<file path="src/hdl/esa_pkg.sv">
`default_nettype none
package esa_pkg;

  // Area decode window and pin widths
  localparam logic [31:0] AREA4_BASE = 32'h0400_0000; // see RULE_01
  localparam logic [31:0] AREA4_LAST = 32'h04FF_FFFF;
  localparam int ADDR_PINS = 21;
  localparam int DATA_BITS = 16;

  // Access timing, in external bus cycles counted from the access start
  localparam logic [3:0] SELECT_ASSERT_DELAY = 4'h0;
  localparam logic [3:0] READ_STROBE_DELAY = 4'h0; // see RULE_22
  localparam logic [3:0] READ_WAIT_COUNT = 4'h3;
  localparam logic [3:0] READ_SELECT_EXTENSION = 4'h1; // see RULE_06
  localparam logic [3:0] WRITE_STROBE_DELAY = 4'h1; // see RULE_10
  localparam logic [3:0] WRITE_DATA_DRIVE_DELAY = 4'h1;
  localparam logic [3:0] WRITE_WAIT_COUNT = 4'h2;
  localparam logic [3:0] WRITE_SELECT_EXTENSION = 4'h1; // see RULE_07
  localparam logic [3:0] WRITE_DATA_HOLD_EXTENSION = 4'h1;
  localparam logic [3:0] READ_RECOVERY = 4'h0;
  localparam logic [3:0] WRITE_RECOVERY = 4'h0;
  localparam logic [3:0] READ_LAST = READ_WAIT_COUNT + READ_SELECT_EXTENSION;
  localparam logic [3:0] WRITE_LAST = WRITE_WAIT_COUNT + WRITE_SELECT_EXTENSION; // see RULE_21
  localparam logic [3:0] WRITE_DATA_LAST = WRITE_WAIT_COUNT + WRITE_DATA_HOLD_EXTENSION;

  // Cycles a requester may wait for the bus before a timeout error
  localparam logic [7:0] TIMEOUT_CYCLES = 8'h40;

  // Register map
  localparam logic [7:0] CTRL_OFFSET = 8'h00;
  localparam logic [7:0] STATUS_OFFSET = 8'h04;
  localparam int CTRL_BYTE_MODE_BIT = 0;
  localparam int CTRL_BIG_ENDIAN_BIT = 1;
  localparam int CTRL_IRQ_EN_BIT = 2;
  localparam int CTRL_LEVEL_LSB = 4;
  localparam int STATUS_BUSY_BIT = 0;
  localparam int STATUS_ERR_BIT = 1;
  localparam int STATUS_TMO_BIT = 2;
  localparam int STATUS_ADDR_BIT = 3;
  localparam logic [7:0] CTRL_RESET = 8'h14;
  localparam logic [1:0] AXI_OKAY = 2'h0;
  localparam logic [1:0] AXI_SLVERR = 2'h2;

  typedef enum {ESA_IDLE, ESA_READ, ESA_WRITE} esa_state_type;

  typedef struct packed {
    logic valid;
    logic write;
    logic [31:0] addr;
    logic [15:0] wdata;
    logic [1:0] be;
  } esa_req_type;

  typedef struct packed {
    logic done;
    logic err;
    logic [15:0] rdata;
  } esa_resp_type;

  typedef struct packed {
    logic [20:0] addr;
    logic area4_select_n;
    logic read_strobe_n;
    logic write_strobe_n;
    logic low_byte_enable_n;
    logic high_byte_enable_n;
    logic [15:0] dout;
    logic data_oe_n;
  } esa_pin_type;

endpackage : esa_pkg
`default_nettype wire

</file>
<file path="src/hdl/esa_area_ctrl.sv">
// What this block does
// RULE_01: Only accesses inside the area-4 window assert the area select.
// RULE_02: Sixteen-bit data path with one write strobe and two byte enables.
// RULE_03: Byte order on the pins follows the selected endian mode.
// RULE_04: Reads hold the read strobe through three wait cycles.
// RULE_05: Writes hold the write strobe through two wait cycles.
// RULE_06: Select stays asserted one cycle after the read strobe ends.
// RULE_07: Select stays asserted one cycle after the write strobe ends.
// RULE_08: Write data stays driven one cycle after the write strobe ends.
// RULE_09: Read strobe asserts in the first cycle of a read.
// RULE_10: Write strobe asserts one cycle after the write starts.
// RULE_11: Write data is driven from one cycle after the write starts.
// RULE_12: Select and address appear together in the first access cycle.
// RULE_13: No recovery cycles between consecutive accesses.
// RULE_14: Address goes out on twenty-one address pins.
// RULE_15: Invalid address and wait timeout both flag a bus error.
// RULE_16: A bus error raises the interrupt when enabled, at level one; irq_level is the writable CTRL level field, one after reset.
// RULE_17: Requesters are granted by fixed, non-rotating priority.
// RULE_18: Shared upper pin acts as the upper byte enable in single strobe mode and as the upper write strobe in byte strobe mode.
// RULE_19: Single strobe mode: one strobe, byte enables mark valid bytes.
// RULE_20: Byte strobe mode: enables unused, one write strobe per byte.
// RULE_21: Write strobe drops after the wait; select drops with data hold end.
// RULE_22: Reads start with address, select and read strobe together.
// RULE_23: Read strobe drops after the wait and read data is captured.
// RULE_24: Single transfers of fixed length; no external wait input.
// RULE_25: Memory drives read data in time and latches write data.
`timescale 1ns/1ps
`default_nettype none
module esa_area_ctrl (
  input wire logic aclk,
  input wire logic aresetn,
  input wire logic [7:0] s_axi_awaddr,
  input wire logic s_axi_awvalid,
  output logic s_axi_awready,
  input wire logic [31:0] s_axi_wdata,
  input wire logic [3:0] s_axi_wstrb,
  input wire logic s_axi_wvalid,
  output logic s_axi_wready,
  output logic [1:0] s_axi_bresp,
  output logic s_axi_bvalid,
  input wire logic s_axi_bready,
  input wire logic [7:0] s_axi_araddr,
  input wire logic s_axi_arvalid,
  output logic s_axi_arready,
  output logic [31:0] s_axi_rdata,
  output logic [1:0] s_axi_rresp,
  output logic s_axi_rvalid,
  input wire logic s_axi_rready,
  input wire esa_pkg::esa_req_type req_hi,
  input wire esa_pkg::esa_req_type req_lo,
  output esa_pkg::esa_resp_type resp_hi,
  output esa_pkg::esa_resp_type resp_lo,
  output esa_pkg::esa_pin_type mem_pins,
  input wire logic [15:0] mem_data_in,
  output logic bus_error_irq,
  output logic [3:0] irq_level
);

  function automatic logic in_window(input logic [31:0] a);
    in_window = (a >= esa_pkg::AREA4_BASE) && (a <= esa_pkg::AREA4_LAST);
  endfunction : in_window

  function automatic logic [15:0] lane_swap(input logic [15:0] d, input logic big);
    lane_swap = big ? {d[7:0], d[15:8]} : d;
  endfunction : lane_swap

  function automatic logic reg_known(input logic [7:0] a);
    reg_known = (a == esa_pkg::CTRL_OFFSET) || (a == esa_pkg::STATUS_OFFSET);
  endfunction : reg_known

  function automatic esa_pkg::esa_pin_type pin_drive(input esa_pkg::esa_state_type st,
      input logic [3:0] cyc, input esa_pkg::esa_req_type acc, input logic byte_mode,
      input logic big);
    esa_pkg::esa_pin_type p;
    logic sel;
    logic rd_on;
    logic wr_on;
    logic dat_on;
    logic [1:0] be;
    be = big ? {acc.be[0], acc.be[1]} : acc.be; // see RULE_03
    sel = (st != esa_pkg::ESA_IDLE) && (cyc >= esa_pkg::SELECT_ASSERT_DELAY);
    rd_on = (st == esa_pkg::ESA_READ) && (cyc >= esa_pkg::READ_STROBE_DELAY)
      && (cyc <= esa_pkg::READ_WAIT_COUNT); // see RULE_04
    wr_on = (st == esa_pkg::ESA_WRITE) && (cyc >= esa_pkg::WRITE_STROBE_DELAY)
      && (cyc <= esa_pkg::WRITE_WAIT_COUNT); // see RULE_05
    dat_on = (st == esa_pkg::ESA_WRITE) && (cyc >= esa_pkg::WRITE_DATA_DRIVE_DELAY)
      && (cyc <= esa_pkg::WRITE_DATA_LAST); // see RULE_08
    p.addr = acc.addr[esa_pkg::ADDR_PINS-1:0]; // see RULE_14
    p.area4_select_n = !sel; // see RULE_12
    p.read_strobe_n = !rd_on; // see RULE_09
    if (byte_mode) begin
      // Enables idle high; the shared upper pin becomes the upper strobe
      p.write_strobe_n = !(wr_on && be[0]); // see RULE_20
      p.high_byte_enable_n = !(wr_on && be[1]);
      p.low_byte_enable_n = 1'b1;
    end else begin
      p.write_strobe_n = !wr_on; // see RULE_19
      p.low_byte_enable_n = !(sel && be[0]); // see RULE_02
      p.high_byte_enable_n = !(sel && be[1]); // see RULE_18
    end
    p.dout = lane_swap(acc.wdata, big);
    p.data_oe_n = !dat_on; // see RULE_11
    pin_drive = p;
  endfunction : pin_drive

  esa_pkg::esa_state_type state_reg, state_next;
  logic [3:0] cyc_reg, cyc_next;
  esa_pkg::esa_req_type cur_reg, cur_next;
  logic owner_reg, owner_next;
  esa_pkg::esa_req_type req [2];
  logic [1:0] eligible;
  logic grant_valid;
  logic grant_idx;
  logic take;
  logic take_bad;
  logic ext_last;
  logic [1:0] tmo_fire;
  logic [7:0] wait_cnt_reg [2];
  esa_pkg::esa_resp_type resp_reg [2];
  esa_pkg::esa_pin_type pins_reg;
  logic ext_start_reg;
  logic [15:0] din_meta_reg;
  logic [15:0] din_sync_reg;
  logic [7:0] ctrl_reg;
  logic err_flag_reg, err_flag_next;
  logic tmo_flag_reg;
  logic addr_flag_reg;
  logic irq_reg;
  logic err_event;
  logic err_clear;
  logic [7:0] aw_addr_reg;
  logic [31:0] w_data_reg;
  logic [3:0] w_strb_reg;
  logic aw_full_reg;
  logic w_full_reg;
  logic awready_reg;
  logic wready_reg;
  logic bvalid_reg;
  logic [1:0] bresp_reg;
  logic arready_reg;
  logic rvalid_reg;
  logic [31:0] rdata_reg;
  logic [1:0] rresp_reg;
  logic reg_write;

  assign req[0] = req_hi;
  assign req[1] = req_lo;

  assign ext_last = ((state_reg == esa_pkg::ESA_READ) && (cyc_reg == esa_pkg::READ_LAST))
    || ((state_reg == esa_pkg::ESA_WRITE) && (cyc_reg == esa_pkg::WRITE_LAST));

  always_comb begin
    for (int i = 0; i < 2; i++) begin
      // A request already answered or in service is not offered again
      eligible[i] = req[i].valid && !resp_reg[i].done
        && !((state_reg != esa_pkg::ESA_IDLE) && (owner_reg == 1'(i)));
    end
    grant_valid = eligible[0] || eligible[1];
    grant_idx = !eligible[0]; // see RULE_17
    take = grant_valid && ((state_reg == esa_pkg::ESA_IDLE) || ext_last);
    take_bad = take && !in_window(req[grant_idx].addr); // see RULE_15
    for (int i = 0; i < 2; i++) begin
      tmo_fire[i] = eligible[i] && !(take && (grant_idx == 1'(i)))
        && (wait_cnt_reg[i] == esa_pkg::TIMEOUT_CYCLES);
    end
  end

  always_comb begin
    state_next = state_reg;
    cyc_next = cyc_reg;
    cur_next = cur_reg;
    owner_next = owner_reg;
    if ((state_reg != esa_pkg::ESA_IDLE) && !ext_last) begin
      cyc_next = cyc_reg + 4'h1; // see RULE_24
    end else begin
      state_next = esa_pkg::ESA_IDLE;
      cyc_next = 4'h0;
      if (take && !take_bad) begin
        // Granted in the last cycle of the previous access, starts in the cycle after: no gap
        state_next = req[grant_idx].write ? esa_pkg::ESA_WRITE : esa_pkg::ESA_READ; // see RULE_13
        cur_next = req[grant_idx];
        owner_next = grant_idx;
      end
    end
  end

  always_ff @(posedge aclk) begin
    if (!aresetn) begin
      state_reg <= esa_pkg::ESA_IDLE;
      cyc_reg <= 4'h0;
      cur_reg <= '0;
      owner_reg <= 1'b0;
      ext_start_reg <= 1'b0;
      pins_reg <= pin_drive(esa_pkg::ESA_IDLE, 4'h0, '0, 1'b0, 1'b0);
    end else begin
      state_reg <= state_next;
      cyc_reg <= cyc_next;
      cur_reg <= cur_next;
      owner_reg <= owner_next;
      ext_start_reg <= take && !take_bad;
      pins_reg <= pin_drive(state_next, cyc_next, cur_next,
        ctrl_reg[esa_pkg::CTRL_BYTE_MODE_BIT], ctrl_reg[esa_pkg::CTRL_BIG_ENDIAN_BIT]);
    end
  end

  // Two stages on the data pins; capture sees the level of cycle 2
  always_ff @(posedge aclk) begin
    if (!aresetn) begin
      din_meta_reg <= 16'h0000;
      din_sync_reg <= 16'h0000;
    end else begin
      din_meta_reg <= mem_data_in;
      din_sync_reg <= din_meta_reg;
    end
  end

  always_ff @(posedge aclk) begin
    if (!aresetn) begin
      for (int i = 0; i < 2; i++) begin
        resp_reg[i] <= '0;
        wait_cnt_reg[i] <= 8'h00;
      end
    end else begin
      for (int i = 0; i < 2; i++) begin
        resp_reg[i].done <= (ext_last && (owner_reg == 1'(i)))
          || (take_bad && (grant_idx == 1'(i))) || tmo_fire[i];
        resp_reg[i].err <= (take_bad && (grant_idx == 1'(i))) || tmo_fire[i];
        if (ext_last && (owner_reg == 1'(i)) && (state_reg == esa_pkg::ESA_READ)) begin
          resp_reg[i].rdata <= lane_swap(din_sync_reg,
            ctrl_reg[esa_pkg::CTRL_BIG_ENDIAN_BIT]); // see RULE_23
        end
        if (eligible[i] && !(take && (grant_idx == 1'(i))) && !tmo_fire[i]) begin
          wait_cnt_reg[i] <= wait_cnt_reg[i] + 8'h01;
        end else begin
          wait_cnt_reg[i] <= 8'h00;
        end
      end
    end
  end

  // Error flags: a new error beats a clear in the same cycle
  assign err_event = take_bad || (tmo_fire != 2'b00);
  assign reg_write = aw_full_reg && w_full_reg && !bvalid_reg;
  assign err_clear = reg_write && (aw_addr_reg == esa_pkg::STATUS_OFFSET) && w_strb_reg[0]
    && w_data_reg[esa_pkg::STATUS_ERR_BIT];
  assign err_flag_next = err_event || (err_flag_reg && !err_clear);

  always_ff @(posedge aclk) begin
    if (!aresetn) begin
      err_flag_reg <= 1'b0;
      tmo_flag_reg <= 1'b0;
      addr_flag_reg <= 1'b0;
      irq_reg <= 1'b0;
    end else begin
      err_flag_reg <= err_flag_next; // see RULE_15
      tmo_flag_reg <= (tmo_fire != 2'b00) || (tmo_flag_reg && !err_clear);
      addr_flag_reg <= take_bad || (addr_flag_reg && !err_clear);
      irq_reg <= err_flag_next && ctrl_reg[esa_pkg::CTRL_IRQ_EN_BIT]; // see RULE_16
    end
  end

  always_ff @(posedge aclk) begin
    if (!aresetn) begin
      ctrl_reg <= esa_pkg::CTRL_RESET;
    end else if (reg_write && (aw_addr_reg == esa_pkg::CTRL_OFFSET) && w_strb_reg[0]) begin
      ctrl_reg <= w_data_reg[7:0];
    end
  end

  // Write channel: address and data are taken in either order
  always_ff @(posedge aclk) begin
    if (!aresetn) begin
      aw_addr_reg <= 8'h00;
      w_data_reg <= 32'h0000_0000;
      w_strb_reg <= 4'h0;
      aw_full_reg <= 1'b0;
      w_full_reg <= 1'b0;
      awready_reg <= 1'b1;
      wready_reg <= 1'b1;
      bvalid_reg <= 1'b0;
      bresp_reg <= esa_pkg::AXI_OKAY;
    end else begin
      if (s_axi_awvalid && awready_reg) begin
        aw_addr_reg <= s_axi_awaddr;
        aw_full_reg <= 1'b1;
        awready_reg <= 1'b0;
      end
      if (s_axi_wvalid && wready_reg) begin
        w_data_reg <= s_axi_wdata;
        w_strb_reg <= s_axi_wstrb;
        w_full_reg <= 1'b1;
        wready_reg <= 1'b0;
      end
      if (reg_write) begin
        aw_full_reg <= 1'b0;
        w_full_reg <= 1'b0;
        bvalid_reg <= 1'b1;
        bresp_reg <= reg_known(aw_addr_reg) ? esa_pkg::AXI_OKAY : esa_pkg::AXI_SLVERR;
      end
      if (bvalid_reg && s_axi_bready) begin
        bvalid_reg <= 1'b0;
        awready_reg <= 1'b1;
        wready_reg <= 1'b1;
      end
    end
  end

  always_ff @(posedge aclk) begin
    if (!aresetn) begin
      arready_reg <= 1'b1;
      rvalid_reg <= 1'b0;
      rdata_reg <= 32'h0000_0000;
      rresp_reg <= esa_pkg::AXI_OKAY;
    end else if (s_axi_arvalid && arready_reg) begin
      arready_reg <= 1'b0;
      rvalid_reg <= 1'b1;
      rresp_reg <= reg_known(s_axi_araddr) ? esa_pkg::AXI_OKAY : esa_pkg::AXI_SLVERR;
      rdata_reg <= 32'h0000_0000;
      if (s_axi_araddr == esa_pkg::CTRL_OFFSET) begin
        rdata_reg[7:0] <= ctrl_reg;
      end else if (s_axi_araddr == esa_pkg::STATUS_OFFSET) begin
        rdata_reg[esa_pkg::STATUS_BUSY_BIT] <= state_reg != esa_pkg::ESA_IDLE;
        rdata_reg[esa_pkg::STATUS_ERR_BIT] <= err_flag_reg;
        rdata_reg[esa_pkg::STATUS_TMO_BIT] <= tmo_flag_reg;
        rdata_reg[esa_pkg::STATUS_ADDR_BIT] <= addr_flag_reg;
      end
    end else if (rvalid_reg && s_axi_rready) begin
      rvalid_reg <= 1'b0;
      arready_reg <= 1'b1;
    end
  end

  assign s_axi_awready = awready_reg;
  assign s_axi_wready = wready_reg;
  assign s_axi_bvalid = bvalid_reg;
  assign s_axi_bresp = bresp_reg;
  assign s_axi_arready = arready_reg;
  assign s_axi_rvalid = rvalid_reg;
  assign s_axi_rdata = rdata_reg;
  assign s_axi_rresp = rresp_reg;
  assign resp_hi = resp_reg[0];
  assign resp_lo = resp_reg[1];
  assign mem_pins = pins_reg;
  assign bus_error_irq = irq_reg;
  assign irq_level = ctrl_reg[esa_pkg::CTRL_LEVEL_LSB+:4];
endmodule : esa_area_ctrl
`default_nettype wire

</file>
<file path="config.mk">
export PLATFORM = sky130hd
export DESIGN_NAME = esa_area_ctrl
export DESIGN_NICKNAME = d
export VERILOG_FILES = /design/src/hdl/esa_pkg.sv /design/src/hdl/esa_area_ctrl.sv
export SDC_FILE = /design/constraint.sdc
export NUM_CORES = 1
export LEC_CHECK = 0
export BUFFER_PORTS_ARGS = -buffer_cell sky130_fd_sc_hd__buf_2
export CORE_UTILIZATION = 55
export DETAILED_ROUTE_END_ITERATION = 8
export HOLD_SLACK_MARGIN = 0.03
export PLACE_DENSITY_LB_ADDON = 0.12
export SLEW_MARGIN = 10
export SYNTH_ARGS = -nofsm -noshare
export SYNTH_HDL_FRONTEND = slang
export SYNTH_SLANG_ARGS = --single-unit
</file>
<file path="constraint.sdc">
create_clock -name aclk -period 6.95 [get_ports aclk]
set_input_delay 0.695 -clock aclk [delete_from_list [all_inputs] [get_ports aclk]]
set_output_delay 0.695 -clock aclk [all_outputs]
set_load 0.01 [all_outputs]
</file>
==> reports/metrics.yaml <==
outcome:
  status: "finished, final reports clean"
timing:
  hold_viol_final: 0
  worst_clock_skew_ps: 6.287
  setup_viol: 0
  relSlewSlack_pct: 41.28
  slew_viol_final: 0
  fin_crit_sh_pct: 51.20
  fin_ws_ps: 3392
  timing.fmax_ghz: 0.2810
  rsz0062_at_grt: "no"
  fin_tns_setup_ps: 0
  fin_crit_ps: 3558
  worst_pin_slew_ps: 877.6
synthesis:
  synthTopCellsByArea: "dfxtp_1, edfxtp_1, buf_4, and3_1, nor3_1"
  synth_area_leader_cell: "dfxtp_1"
  synth_most_common_cell: "dfxtp_1"
  syn_area_sq_mm: 0.009438
  synth_warnings: 0
  synth_area_per_cell_sq_um: 9.710
  yosysSeqAreaShare_pct: 53.03
  async_flop_share_pct: 0
  synthFlopType: "dfxtp_1"
  yosys.area.top_type_share_pct: 39.03
  ys_types: 69
  synth-seq-cells: 228
  synthTopCellsByCount: "dfxtp_1, nor2_1, and3_1, nor3_1"
  synth_edf_count: 44
  syn_inst: 972
die:
  die_area_sq_mm: 0.01769
  core_sq_mm: 0.01664
  die_y_um: 133.0
  start_util_pct: 56.71
  rows: 47
  die_w_um: 133.0
  top_level_ports: 304
grt:
  grt_pass1_vias: 6884
  grt_usage_pct: 24.51
  antenna_found_initial: 1
  grt_pass1_wl_mm: 35.00
  grt_max_degree: 82
  globalRouteOverflowTotal: 0
critical_path:
  reg2reg_slack_ps: 3390
  critPathBufInv: 0
  path_class: "reg -> reg"
  max_stage_delay_ps: 670
  endpoint_kind: "register"
  cp_max_fo: 19
  required_ps: 7340
  crit_family: "simple AND/OR/NAND/NOR gates"
  crit_arrival_ps: 3950
  crit_chain: "ha_1 -> or4b_1 -> nand3_1 -> and3_1 -> and2_1 -> o211ai_1 -> a2111o_1"
  startpoint_type: "register"
  cp_slowest_cell: "and3_1"
final_layout:
  final_util_pct: 67.42
  largest_register_ffs: 39
  drive_above_1_share_pct: 25.82
  nets: 1357
  syn_to_final_growth_pct: 18.89
  num_antenna_cells: 0
clocking:
  clockBufferDepth: 3
  post_cts_buffers: 0
  clockRootBuffer: "clkbuf_16"
  htree_num_levels: 1
  cts.sinks: 228
  cts_tree: "done"
  ctsResizeCount: 0
  clk_latency_ps: 500
  numCtsBuffers: 24
  cts_hold_buffers: 0
  clk_pin_slew_ps: 60
power:
  p_int_w: 0.002124
  seqPwrFrac_pct: 51.3
  p_total_w: 0.002712
  powerDensity_mw_per_mm2: 241.7
  leakagePower_nw: 4.916
  power.switching_w: 0.0005879
  p_sw_share_pct: 21.67
  p_clk_share_pct: 42.9
  combPwrFrac_pct: 5.7
  vdd_drop_max_mv: 0.1847
drt:
  drc_errors: 0
  drt-total-wl_mm: 22.12
  vias: 7574
  wire_per_inst_um: 15.70
  ant_nets: 0
  drt-vias-per-instance: 5.375
  detail_route.first_pass.iterations: 5
  first_iter_violations: 472
place:
  numPortBuffers: 244
  post-place-ws_ps: 3072
  post-dp-hpwl_mm: 15.19
  gp_congestion: 0.8611
hold_path:
  hp-class: "in -> reg"
run:
  max_cap_violations: 0
-- logic make-up after synthesis --
kind of cell             synth area share (%)
AO/OA/AOI/OAI                           11.57
XOR/XNOR                                1.392
AND/OR/NAND/NOR                         22.15
adder cells (fa/ha/maj)                0.7954
flip-flops                              53.03
other                                 0.07957
multiplexers                            2.864
buffers and inverters                   8.113
-- routing by layer --
| layer | vias to the layer above | track usage (%) | routed length (um) |
|---|---|---|---|
| met5 | - | 0 | 8 |
| met4 | 2 | 8.812 | 606 |
| met3 | 48 | 4.636 | 1755 |
| met2 | 331 | 39.85 | 10240 |
| met1 | 3441 | 32.56 | 9506 |
| li1 | 3752 | - | - |
-- final cells by class --
class | count | area (sq um)
fill | 1361 | 5421
sequential | 228 | 5005
multi-input combinational | 634 | 3814
timing repair buffer | 252 | 1281
clock buffer | 36 | 686.9
tap | 220 | 275.3
inverter | 32 | 121.4
clock inverter | 7 | 37.54
-- power groups by stage --
stage          clock network (W)  logic (W)  registers (W)
5_1_grt                  0.00124   0.000173        0.00140
6_report                 0.00116   0.000155        0.00139
3_3_place_gp                   0   0.000154        0.00142
2_1_floorplan                  0  0.0000872        0.00143
4_1_cts                  0.00119   0.000155        0.00139
3_5_place_dp                   0   0.000155        0.00142
-- cells in the final DEF (no fill, tap or decap), types with 12 or more instances in the layout --
cell type / count
a211oi_1: 26
a21oi_1: 56
a221o_1: 16
and2_1: 41
and3_1: 61
buf_2: 244
clkbuf_16: 25
conb_1: 38
dfxtp_1: 184
edfxtp_1: 44
inv_1: 31
mux2i_1: 27
nand2_1: 56
nand3_1: 21
nor2_1: 76
nor2b_1: 23
nor3_1: 59
nor4_1: 12
o22ai_1: 16
-- through the flow --
stage,hold slack (ps),instances,area [sq um]
final,397.2,1409,11220
after detailed placement,417.7,1366,10500
after floorplan,411.9,1008,9573
after CTS,380.3,1409,11220
after global placement,414.2,1366,10500
after global routing,390.3,1409,11220
-- path summary, 6_finish.rpt --
check	startpoint	endpoint	depth (start not counted)
hold reg to reg	din_meta_reg[3]$_SDFF_PN0_	din_sync_reg[3]$_SDFF_PN0_	1
setup / recovery	cyc_reg[0]$_SDFF_PN0_	mem_pins[20]$_SDFF_PN1_	7
hold / removal	mem_data_in[4]	din_meta_reg[4]$_SDFF_PN0_	2
setup reg to reg	cyc_reg[0]$_SDFF_PN0_	mem_pins[20]$_SDFF_PN1_	7
No activity file was read; power rests on OpenSTA's default activity.
